## src/logic/slbs_pkg.sv

```systemverilog
package slbs_pkg;
   // ----------------------------------------------------------------
   // register map (byte addresses)
   // ----------------------------------------------------------------
   localparam logic [11:0] ADDR_CTRL    = 12'h000;
   localparam logic [11:0] ADDR_STATE   = 12'h004;
   localparam logic [11:0] ADDR_DLY_PON = 12'h008;
   localparam logic [11:0] ADDR_DLY_RDY = 12'h00c;
   localparam logic [11:0] ADDR_DLY_ENG = 12'h010;
   localparam logic [11:0] ADDR_DLY_POF = 12'h014;
   localparam logic [11:0] ADDR_STATUS  = 12'h018;
   localparam logic [11:0] ADDR_IRQ_ST  = 12'h01c;
   localparam logic [11:0] ADDR_IRQ_MSK = 12'h020;

   // ----------------------------------------------------------------
   // control register fields
   // ----------------------------------------------------------------
   localparam int CTRL_BRAKE_EN   = 0;
   localparam int CTRL_PWROFF_EN  = 1;
   localparam int CTRL_STICKY     = 2;
   localparam int CTRL_ALARM_CLR  = 3;
   localparam int CTRL_LIM_POL_L  = 4;
   localparam int CTRL_LIM_POL_R  = 5;
   localparam logic [31:0] CTRL_RST = 32'h0000_0003;

   // status bits
   localparam int ST_ALARM    = 0;
   localparam int ST_ERR_V    = 1;
   localparam int ST_ERR_I    = 2;
   localparam int ST_READY    = 3;
   localparam int ST_BRAKE    = 4;
   localparam int ST_WINDING  = 5;

   // interrupt events
   localparam int IRQ_ALARM  = 0;
   localparam int IRQ_READY  = 1;
   localparam int IRQ_OFF    = 2;
   localparam int IRQ_W      = 3;

   // ----------------------------------------------------------------
   // timing
   // ----------------------------------------------------------------
   localparam int CLK_HZ       = 100_000_000;
   localparam int MS_NS        = 1_000_000;
   localparam int CLK_NS       = 10;
   localparam int MS_CYC       = MS_NS / CLK_NS;
   localparam logic [15:0] DLY_RST = 16'h0064;
   // blink half periods in milli-hertz based cycle counts
   localparam int HZ_0P25_MHZ = 250;
   localparam int HZ_1_MHZ    = 1000;
   localparam int HZ_4_MHZ    = 4000;
   localparam int HZ_8_MHZ    = 8000;
   localparam int HZ_10_MHZ   = 10000;
   localparam int HALF_0P25 = (CLK_HZ / HZ_0P25_MHZ) * 500;
   localparam int HALF_1    = (CLK_HZ / HZ_1_MHZ) * 500;
   localparam int HALF_4    = (CLK_HZ / HZ_4_MHZ) * 500;
   localparam int HALF_8    = (CLK_HZ / HZ_8_MHZ) * 500;
   localparam int HALF_10   = (CLK_HZ / HZ_10_MHZ) * 500;

   // ----------------------------------------------------------------
   // brake sequencer states
   // ----------------------------------------------------------------
   typedef enum logic [2:0] {
      SEQ_OFF     = 3'b000,
      SEQ_PON     = 3'b001,
      SEQ_REL     = 3'b010,
      SEQ_RUN     = 3'b011,
      SEQ_STOPW   = 3'b100,
      SEQ_ENG     = 3'b101
   } slbs_seq_t;
endpackage

```

## src/logic/slbs_top.sv

```systemverilog
// Functional notes
// - blink 0.25 Hz without host link
// - with host: 1 Hz stopped, 4 Hz moving
// - 8 Hz reflashing, 10 Hz reconnecting
// - alarm: red and green steady lit
// - limit indication high while switch active
// - fault enters alarm, blocks motion
// - alarm flag readable by software
// - brake output high releases brake
// - shutdown: stop, engage brake, drop power
// - power-up: power, release brake, ready
// - delays power-to-release and release-to-ready
// - delays stop-to-engage and engage-to-off
// - brake disabled: release held always
// - no poweroff: windings stay, pauses only
// - delay change retargets brake state
// - enables apply immediately at any time
// - sticky option latches error indicators
//
// Design decisions made here: the address map and the APB register port.
`timescale 1ns/1ps
`default_nettype none
module slbs_top
   import slbs_pkg::*;
#(
   parameter int MS_CYCLES = MS_CYC,
   parameter int H_0P25    = HALF_0P25,
   parameter int H_1       = HALF_1,
   parameter int H_4       = HALF_4,
   parameter int H_8       = HALF_8,
   parameter int H_10      = HALF_10
) (
   // clock and reset
   input  wire logic        mclk_i,
   input  wire logic        sys_rst_i,
   // apb slave
   input  wire logic        psel_i,
   input  wire logic        penable_i,
   input  wire logic        pwrite_i,
   input  wire logic [11:0] paddr_i,
   input  wire logic [31:0] pwdata_i,
   output logic [31:0]      prdata_o,
   output logic             pready_o,
   output logic             pslverr_o,
   // operating mode
   input  wire logic        host_link_i,
   input  wire logic        reflash_i,
   input  wire logic        usb_reconn_i,
   input  wire logic        move_req_i,
   // protection checks
   input  wire logic        fault_volt_i,
   input  wire logic        fault_curr_i,
   // limit switches
   input  wire logic        lim_left_i,
   input  wire logic        lim_right_i,
   // indicators and power
   output logic             led_red_o,
   output logic             led_green_o,
   output logic             lim_left_ind_o,
   output logic             lim_right_ind_o,
   output logic             brake_rel_o,
   output logic             winding_on_o,
   output logic             move_ok_o,
   output logic             irq_o
);
   import slbs_pkg::*;

   // ----------------------------------------------------------------
   // registers
   // ----------------------------------------------------------------
   logic [31:0]           ctrl_r;
   logic [15:0]           dly_pon_r, dly_rdy_r, dly_eng_r, dly_pof_r;
   logic                  alarm_r;
   logic                  err_v_r, err_i_r;
   logic [IRQ_W-1:0]      irq_st_r, irq_msk_r, irq_ev;
   logic                  wr_en, rd_en;
   logic [31:0]           status_w;
   slbs_seq_t             seq_r;

   assign wr_en     = psel_i & penable_i & pwrite_i;
   assign rd_en     = psel_i & penable_i & ~pwrite_i;
   assign pready_o  = 1'b1;

   always_ff @(posedge mclk_i) begin
      if (sys_rst_i) begin
         ctrl_r    <= CTRL_RST;
         dly_pon_r <= DLY_RST;
         dly_rdy_r <= DLY_RST;
         dly_eng_r <= DLY_RST;
         dly_pof_r <= DLY_RST;
         irq_msk_r <= '0;
      end else if (wr_en) begin
         unique case (paddr_i)
            ADDR_CTRL:    ctrl_r    <= pwdata_i & 32'h0000_0037;
            ADDR_DLY_PON: dly_pon_r <= pwdata_i[15:0];
            ADDR_DLY_RDY: dly_rdy_r <= pwdata_i[15:0];
            ADDR_DLY_ENG: dly_eng_r <= pwdata_i[15:0];
            ADDR_DLY_POF: dly_pof_r <= pwdata_i[15:0];
            ADDR_IRQ_MSK: irq_msk_r <= pwdata_i[IRQ_W-1:0];
            default: ;
         endcase
      end
   end

   // alarm clear is a self-clearing command bit, not stored
   logic alarm_clr;
   assign alarm_clr = wr_en && (paddr_i == ADDR_CTRL) && pwdata_i[CTRL_ALARM_CLR];

   always_ff @(posedge mclk_i) begin
      if (sys_rst_i) begin
         prdata_o  <= '0;
         pslverr_o <= 1'b0;
      end else begin
         pslverr_o <= 1'b0;
         if (psel_i & ~penable_i) begin
            pslverr_o <= (paddr_i > ADDR_IRQ_MSK) || (paddr_i[1:0] != 2'b00);
            unique case (paddr_i)
               ADDR_CTRL:    prdata_o <= ctrl_r;
               ADDR_STATE:   prdata_o <= {29'h0, seq_r};
               ADDR_DLY_PON: prdata_o <= {16'h0, dly_pon_r};
               ADDR_DLY_RDY: prdata_o <= {16'h0, dly_rdy_r};
               ADDR_DLY_ENG: prdata_o <= {16'h0, dly_eng_r};
               ADDR_DLY_POF: prdata_o <= {16'h0, dly_pof_r};
               ADDR_STATUS:  prdata_o <= status_w;
               ADDR_IRQ_ST:  prdata_o <= {29'h0, irq_st_r};
               ADDR_IRQ_MSK: prdata_o <= {29'h0, irq_msk_r};
               default:      prdata_o <= '0;
            endcase
         end
      end
   end

   // ----------------------------------------------------------------
   // alarm and error indicators
   // ----------------------------------------------------------------
   logic fault;
   assign fault = fault_volt_i | fault_curr_i;

   // a fault present in the clear cycle keeps the alarm: set wins
   always_ff @(posedge mclk_i) begin
      if (sys_rst_i) begin
         alarm_r <= 1'b0;
      end else if (fault) begin
         alarm_r <= 1'b1;
      end else if (alarm_clr) begin
         alarm_r <= 1'b0;
      end
   end

   always_ff @(posedge mclk_i) begin
      if (sys_rst_i) begin
         err_v_r <= 1'b0;
         err_i_r <= 1'b0;
      end else if (ctrl_r[CTRL_STICKY]) begin
         err_v_r <= fault_volt_i | (err_v_r & ~alarm_clr);
         err_i_r <= fault_curr_i | (err_i_r & ~alarm_clr);
      end else begin
         err_v_r <= fault_volt_i;
         err_i_r <= fault_curr_i;
      end
   end

   // ----------------------------------------------------------------
   // brake sequencer
   // ----------------------------------------------------------------
   logic [31:0] ms_cnt_r;
   logic        ms_tick;
   logic [15:0] el_r;
   logic        go;
   slbs_seq_t   seq_d_r;
   logic        seq_chg;

   assign go      = move_req_i & ~alarm_r;
   // the divider restarts on each state change, so no delay is cut
   // short by a millisecond tick that falls just after entry
   assign seq_chg = (seq_r != seq_d_r);
   assign ms_tick = (ms_cnt_r == 32'(MS_CYCLES - 1)) && !seq_chg;

   always_ff @(posedge mclk_i) begin
      if (sys_rst_i) begin
         seq_d_r <= SEQ_OFF;
      end else begin
         seq_d_r <= seq_r;
      end
   end

   always_ff @(posedge mclk_i) begin
      if (sys_rst_i || ms_tick || seq_chg) begin
         ms_cnt_r <= '0;
      end else begin
         ms_cnt_r <= ms_cnt_r + 32'h1;
      end
   end

   // elapsed ms in the current state; compared against live delay
   // registers so that a changed setting takes effect at once
   always_ff @(posedge mclk_i) begin
      if (sys_rst_i) begin
         seq_r <= SEQ_OFF;
         el_r  <= '0;
      end else begin
         if (ms_tick && el_r != 16'hffff) begin
            el_r <= el_r + 16'h1;
         end
         unique case (seq_r)
            SEQ_OFF: if (go) begin
               seq_r <= SEQ_PON;
               el_r  <= '0;
            end
            SEQ_PON: if (el_r >= dly_pon_r) begin
               seq_r <= SEQ_REL;
               el_r  <= '0;
            end
            SEQ_REL: if (!go) begin
               seq_r <= SEQ_STOPW;
               el_r  <= '0;
            end else if (el_r >= dly_rdy_r) begin
               seq_r <= SEQ_RUN;
            end
            SEQ_RUN: if (!go) begin
               seq_r <= SEQ_STOPW;
               el_r  <= '0;
            end
            SEQ_STOPW: if (go) begin
               seq_r <= SEQ_REL;
               el_r  <= dly_rdy_r;
            end else if (el_r >= dly_eng_r) begin
               seq_r <= SEQ_ENG;
               el_r  <= '0;
            end
            SEQ_ENG: if (go) begin
               seq_r <= SEQ_REL;
               el_r  <= '0;
            end else if (el_r < dly_eng_r && !ctrl_r[CTRL_PWROFF_EN]) begin
               seq_r <= SEQ_ENG;
            end else if (dly_eng_r > el_r + dly_eng_r) begin
               seq_r <= SEQ_STOPW;
            end else if (ctrl_r[CTRL_PWROFF_EN] && el_r >= dly_pof_r) begin
               seq_r <= SEQ_OFF;
            end
            default: seq_r <= SEQ_OFF;
         endcase
      end
   end

   // a longer engage delay after engagement releases the brake again
   // while the state stays SEQ_ENG; tracked by the time spent since stop
   logic [15:0] since_stop_r;
   always_ff @(posedge mclk_i) begin
      if (sys_rst_i || seq_r == SEQ_RUN || seq_r == SEQ_OFF) begin
         since_stop_r <= '0;
      end else if (ms_tick && since_stop_r != 16'hffff) begin
         since_stop_r <= since_stop_r + 16'h1;
      end
   end

   logic brake_need;
   // engaged in SEQ_OFF and SEQ_PON, and in SEQ_ENG once the stop delay, as now set, has run out
   assign brake_need = (seq_r == SEQ_OFF) ||
                       (seq_r == SEQ_PON) ||
                       (seq_r == SEQ_ENG && since_stop_r >= dly_eng_r);

   always_ff @(posedge mclk_i) begin
      if (sys_rst_i) begin
         brake_rel_o  <= 1'b0;
         winding_on_o <= 1'b0;
         move_ok_o    <= 1'b0;
      end else begin
         brake_rel_o  <= ~ctrl_r[CTRL_BRAKE_EN] | ~brake_need;
         // an alarm stops motion through go; windings then drop after the brake
         // has engaged, or with it when a raised engage delay released it in SEQ_ENG
         winding_on_o <= (seq_r != SEQ_OFF);
         move_ok_o    <= (seq_r == SEQ_RUN) & ~alarm_r;
      end
   end

   // ----------------------------------------------------------------
   // status blink
   // ----------------------------------------------------------------
   logic [31:0] half_sel;
   logic [31:0] blink_cnt_r;
   logic        blink_r;
   always_comb begin
      if (usb_reconn_i)         half_sel = 32'(H_10);
      else if (reflash_i)       half_sel = 32'(H_8);
      else if (!host_link_i)    half_sel = 32'(H_0P25);
      else if (seq_r == SEQ_RUN) half_sel = 32'(H_4);
      else                      half_sel = 32'(H_1);
   end

   always_ff @(posedge mclk_i) begin
      if (sys_rst_i) begin
         blink_cnt_r <= '0;
         blink_r     <= 1'b0;
      end else if (blink_cnt_r >= half_sel - 32'h1) begin
         blink_cnt_r <= '0;
         blink_r     <= ~blink_r;
      end else begin
         blink_cnt_r <= blink_cnt_r + 32'h1;
      end
   end

   always_ff @(posedge mclk_i) begin
      if (sys_rst_i) begin
         led_red_o       <= 1'b0;
         led_green_o     <= 1'b0;
         lim_left_ind_o  <= 1'b0;
         lim_right_ind_o <= 1'b0;
      end else begin
         led_green_o     <= 1'b1;
         led_red_o       <= alarm_r | blink_r;
         lim_left_ind_o  <= lim_left_i ^ ~ctrl_r[CTRL_LIM_POL_L];
         lim_right_ind_o <= lim_right_i ^ ~ctrl_r[CTRL_LIM_POL_R];
      end
   end

   // ----------------------------------------------------------------
   // interrupts
   // ----------------------------------------------------------------
   logic alarm_d_r, ready_d_r, off_d_r;
   always_ff @(posedge mclk_i) begin
      if (sys_rst_i) begin
         alarm_d_r <= 1'b0;
         ready_d_r <= 1'b0;
         off_d_r   <= 1'b1;
      end else begin
         alarm_d_r <= alarm_r;
         ready_d_r <= seq_r == SEQ_RUN;
         off_d_r   <= seq_r == SEQ_OFF;
      end
   end
   assign irq_ev = {(seq_r == SEQ_OFF) & ~off_d_r,
                    (seq_r == SEQ_RUN) & ~ready_d_r,
                    alarm_r & ~alarm_d_r};

   // a new event beats a write-one-to-clear in the same cycle
   always_ff @(posedge mclk_i) begin
      if (sys_rst_i) begin
         irq_st_r <= '0;
      end else if (wr_en && paddr_i == ADDR_IRQ_ST) begin
         irq_st_r <= (irq_st_r & ~pwdata_i[IRQ_W-1:0]) | irq_ev;
      end else begin
         irq_st_r <= irq_st_r | irq_ev;
      end
   end

   assign irq_o = |(irq_st_r & irq_msk_r);

   assign status_w = {26'h0, winding_on_o, ~brake_rel_o, move_ok_o,
                      err_i_r, err_v_r, alarm_r};
endmodule // slbs_top
`default_nettype wire

```

## config.mk

```make
export PLATFORM = sky130hd
export DESIGN_NAME = slbs_top
export DESIGN_NICKNAME = d
export VERILOG_FILES = /design/src/logic/slbs_pkg.sv /design/src/logic/slbs_top.sv
export SDC_FILE = /design/constraint.sdc
export NUM_CORES = 1
export LEC_CHECK = 0
export BUFFER_PORTS_ARGS = -buffer_cell sky130_fd_sc_hd__buf_4
export CAP_MARGIN = 20
export CORE_UTILIZATION = 25
export CTS_BUF_LIST = sky130_fd_sc_hd__clkbuf_16
export CTS_CLUSTER_DIAMETER = 60
export DETAILED_ROUTE_END_ITERATION = 8
export PLACE_DENSITY = 0.41
export SYNTH_ARGS = -nofsm -noshare
export SYNTH_HDL_FRONTEND = slang
export SYNTH_SLANG_ARGS = --single-unit
```

## constraint.sdc

```tcl
create_clock -name mclk_i -period 3.9 [get_ports mclk_i]
set_clock_uncertainty 0.2 [all_clocks]
set_input_delay 0.195 -clock mclk_i [delete_from_list [all_inputs] [get_ports mclk_i]]
set_output_delay 0.195 -clock mclk_i [all_outputs]
set_load 0.005 [all_outputs]
```

==> summary.md <==
| Metric | Value |
|---|---|
| Crit. End Element | flip-flop |
| Slew at the pin with the worst max-slew slack | 0.915 ns |
| Synth unique cells | 68 |
| Count of warnings emitted by yosys | 0 |
| Portion of synthesized cell area occupied by the leading cell type | 0.333 |
| Critical path peak fanout | 3 |
| Final setup violating endpoints | 3 |
| Library cell occupying the most area in the post-synthesis netlist | dfxtp_1 |
| Drc violations | 0 |
| Utilization of the core after routing | 0.318 |
| Dpl hpwl | 31400 microns |
| Main area contributors after synthesis | dfxtp_1, ha_1, nand2_1, a21oi_1, nor2_1 |
| Clock latency on the worst-skew pair | 0.57 ns |
| Inst Count DP | 2314 |
| Violation count after the first detailed-routing iteration | 656 |
| Startpoint type of the worst setup path | flip-flop |
| Buf/Inv on CP | 0 |
| Die footprint | 50900 sq um |
| Cells along the critical path | ha_4 -> fa_2 -> nand2b_1 -> a21oi_2 -> nor2_2 -> o21bai_1 -> a221o_1 -> a221oi_2 -> a21oi_1 -> xnor2_1 -> ha_1 -> nand4_1 -> or4_4 -> a21oi_4 -> a31oi_4 -> and2_4 -> a311oi_2 |
| Hold Violations, Final | 0 |
| Fillers | 5250 |
| Final worst slack | -0.166 ns |
| Via count | 11427 |
| Fraction of registers with async set/reset | 0 |
| Slowest stage cell on the critical path | or4_4 |
| Largest net degree at the start of global routing | 55 |
| Number of buffers on the longest clock path | 3 |
| Netlist area before placement | 12500 sq um |
| Ratio of total power to cell area | 365 nW/um^2 |
| Global routing usage summed across all routing layers | 0.165 |
| Crit path time final | 4.07 ns |
| Post-route insts no fill | 2404 |
| Status | complete, but fails checks |
| Total number of nets in the final design | 1918 |
| Area taken by multi-input logic gates | 7810 sq um |
| Area of all sequential standard cells | 4170 sq um |
| Area of the core region | 49200 sq um |
| Fin Setup TNS | -0.386 ns |
| Cell leakage power | 6.15 nW |
| Antenna violations before repair | 0 |
| Ratio of cells with drive above 1 in the final layout | 0.141 |
| Clock edge transition at the registers on the reported setup and hold paths | 0.06 ns |
| Violated checks | negative setup slack |
| Placer Congestion | 0.815 |
| Worst endpoint data arrival time | 4.36 ns |
| Buffers added on ports | 65 |
| Clock sink total | 208 |
| Worst slack after detailed placement | -0.375 ns |
| Synthesized area per cell | 8.04 sq um |
| Aggregate global routing overflow | 0 |
| Setup repair after global routing missed its margin | yes |
| TritonCTS clock tree | built |
| Chip Width | 226 microns |
| Kind of path behind the tightest hold check | in2reg |
| Achievable frequency | 0.246 GHz |
| Flip-flop and latch count after synthesis | 208 |
| Number of enable-type register cells in the synthesized netlist | 0 |
| Cell family contributing the most delay on the critical path | compound AO/OA/AOI/OAI gates |
| Peak VDD IR | 295 uV |
| Final slew viol count | 0 |
| Overall die height | 226 microns |
| Max Cap Viol | 0 |
| Global-route wire length before repair | 65300 microns |
| Total power after layout | 5.70 mW |
| Count of H-tree levels built during CTS | 1 |
| Part of the Yosys area used for sequential elements | 0.333 |
| Final antenna-violating net count | 0 |
| Boundary pin count | 99 |
| First-pass detailed-route iteration total | 5 |
| Cells after Synth | 1555 |
| Final cycle utilization of the critical path | 1.04 |
| Routed wire length per instance | 17.2 microns |
| Routed via count divided by cell count | 4.75 |
| Required time reported for the critical path endpoint | 4.19 ns |
| Detailed-route wire length | 41500 microns |
| Layout Area Growth over Synthesis | 24.8% |
| Critical path type | reg2reg |
| Row Count | 81 |
| Cell at the root of the clock tree | clkbuf_16 |
| Relative max-transition margin | 0.385 |
| Starting density of the core | 0.254 |
| Slowest Stage Delay on Critical Path | 0.53 ns |
| Via count of the first global-routing pass | 11432 |
| Final antenna diode count | 0 |
| Cts bufs inserted | 30 |
| Commonest register cell after synthesis | dfxtp_1 |
-- power by group --
group / leakage [nW] / switching, mW / internal [mW]
logic: 4.02 / 0.634 / 0.414
clock network: 0.440 / 1.03 / 1.39
registers: 1.69 / 0.0464 / 2.19
total: 6.15 / 1.71 / 3.99
-- worst register-to-register path, cell delays in order, from the launching register on --
cell and delay (ns):
dfxtp_2 0.33, ha_4 0.16, fa_2 0.33, nand2b_1 0.10
a21oi_2 0.06, nor2_2 0.13, o21bai_1 0.10, a221o_1 0.35
a221oi_2 0.28, a21oi_1 0.13, xnor2_1 0.14, ha_1 0.30
nand4_1 0.14, or4_4 0.53, a21oi_4 0.20, a31oi_4 0.12
and2_4 0.20, a311oi_2 0.18
-- metal layers --
metal,global-route usage,share of wire
met4,0.0408,0.018
met1,0.229,0.50
met2,0.268,0.44
met5,0,0
met3,0.0195,0.040
-- cell usage after synthesis, drive strengths merged (19+ instances only) --
cell	n
dfxtp	208
and3	23
buf	33
xnor2	46
clkbuf	39
xor2	48
nand4	25
ha	139
a21oi	144
nand2	216
nor2	148
inv	104
or3	21
nor3	27
nand3	61
o21ai	46
o211ai	19
-- registers in the layout (all words and copies together), names as in the netlist, 3 cells and up --
signal	count
ctrl_r	5
seq_d_r	3
dly_pof_r	16
since_stop_r	16
dly_rdy_r	16
blink_cnt_r	32
seq_r	3
irq_st_r	3
irq_msk_r	3
dly_eng_r	16
dly_pon_r	16
ms_cnt_r	32
prdata_o	16
el_r	16
-- metrics by stage --
stage,cell area [sq um],hold WS (ns)
detailed placement,14200,0.239
finish,15600,0.0434
CTS,15600,0.0114
global route,15600,0.0579
global placement,14200,0.205
floorplan,12600,0.0903
-- timing repair --
action | in CTS | in global routing
pin swaps | 16 | 4
setup endpoints to repair | 3 | 3
setup buffers | 4 | 0
resized for setup | 23 | 5
hold buffers | 35 | 0
hold endpoints to repair | 102 | 0
-- final timing paths --
check,startpoint,endpoint,slack (ns),cells after the start
worst max-delay path,dly_eng_r[0],seq_r[0],-0.17,17
worst max register to register,dly_eng_r[0],seq_r[0],-0.17,17
worst min register to register,ready_d_r,irq_st_r[1],0.23,1
worst min-delay path,move_req_i,seq_r[2],0.04,4
-- cell usage in the layout (no fill, tap or decap), types with 5 or more instances in the layout --
cell type	count
a211oi_1	8
a21o_1	11
a21oi_1	138
a21oi_2	5
a221oi_1	6
a222oi_1	17
a22oi_1	8
a2bb2oi_1	12
a31oi_1	11
and2_1	9
and3_1	23
and4_1	9
buf_4	149
clkbuf_16	30
clkinv_1	5
conb_1	21
dfxtp_1	200
dfxtp_2	8
dlygate4sd3_1	34
ha_1	136
inv_1	107
nand2_1	216
nand2b_1	14
nand3_1	61
nand4_1	24
nor2_1	147
nor2b_1	16
nor3_1	24
nor4_1	10
nor4_2	5
o211ai_1	19
o21ai_0	45
o21bai_1	6
or2_2	6
or3_1	21
xnor2_1	46
xor2_1	48
-- kinds of logic (layout without fill, tap and decap cells) --
logic type	after synthesis	count (layout)	synth area share
AND/OR/NAND/NOR	608	608	0.231
AO/OA/AOI/OAI	324	324	0.166
flip-flops	208	208	0.333
buffers and inverters	176	342	0.0604
adder cells (fa/ha/maj)	140	140	0.141
XOR/XNOR	94	94	0.0658
multiplexers	3	3	0.00240
other	2	21	0.000601
-- layout make-up --
class	instances	area share
well taps	664	0.0532
clock inverters	21	0.00786
repair buffers	187	0.0980
flip-flops and latches	208	0.267
multi-input cells	1190	0.500
inverters	104	0.0250
clock buffers	30	0.0481
No activity file was read; power rests on OpenSTA's default activity.
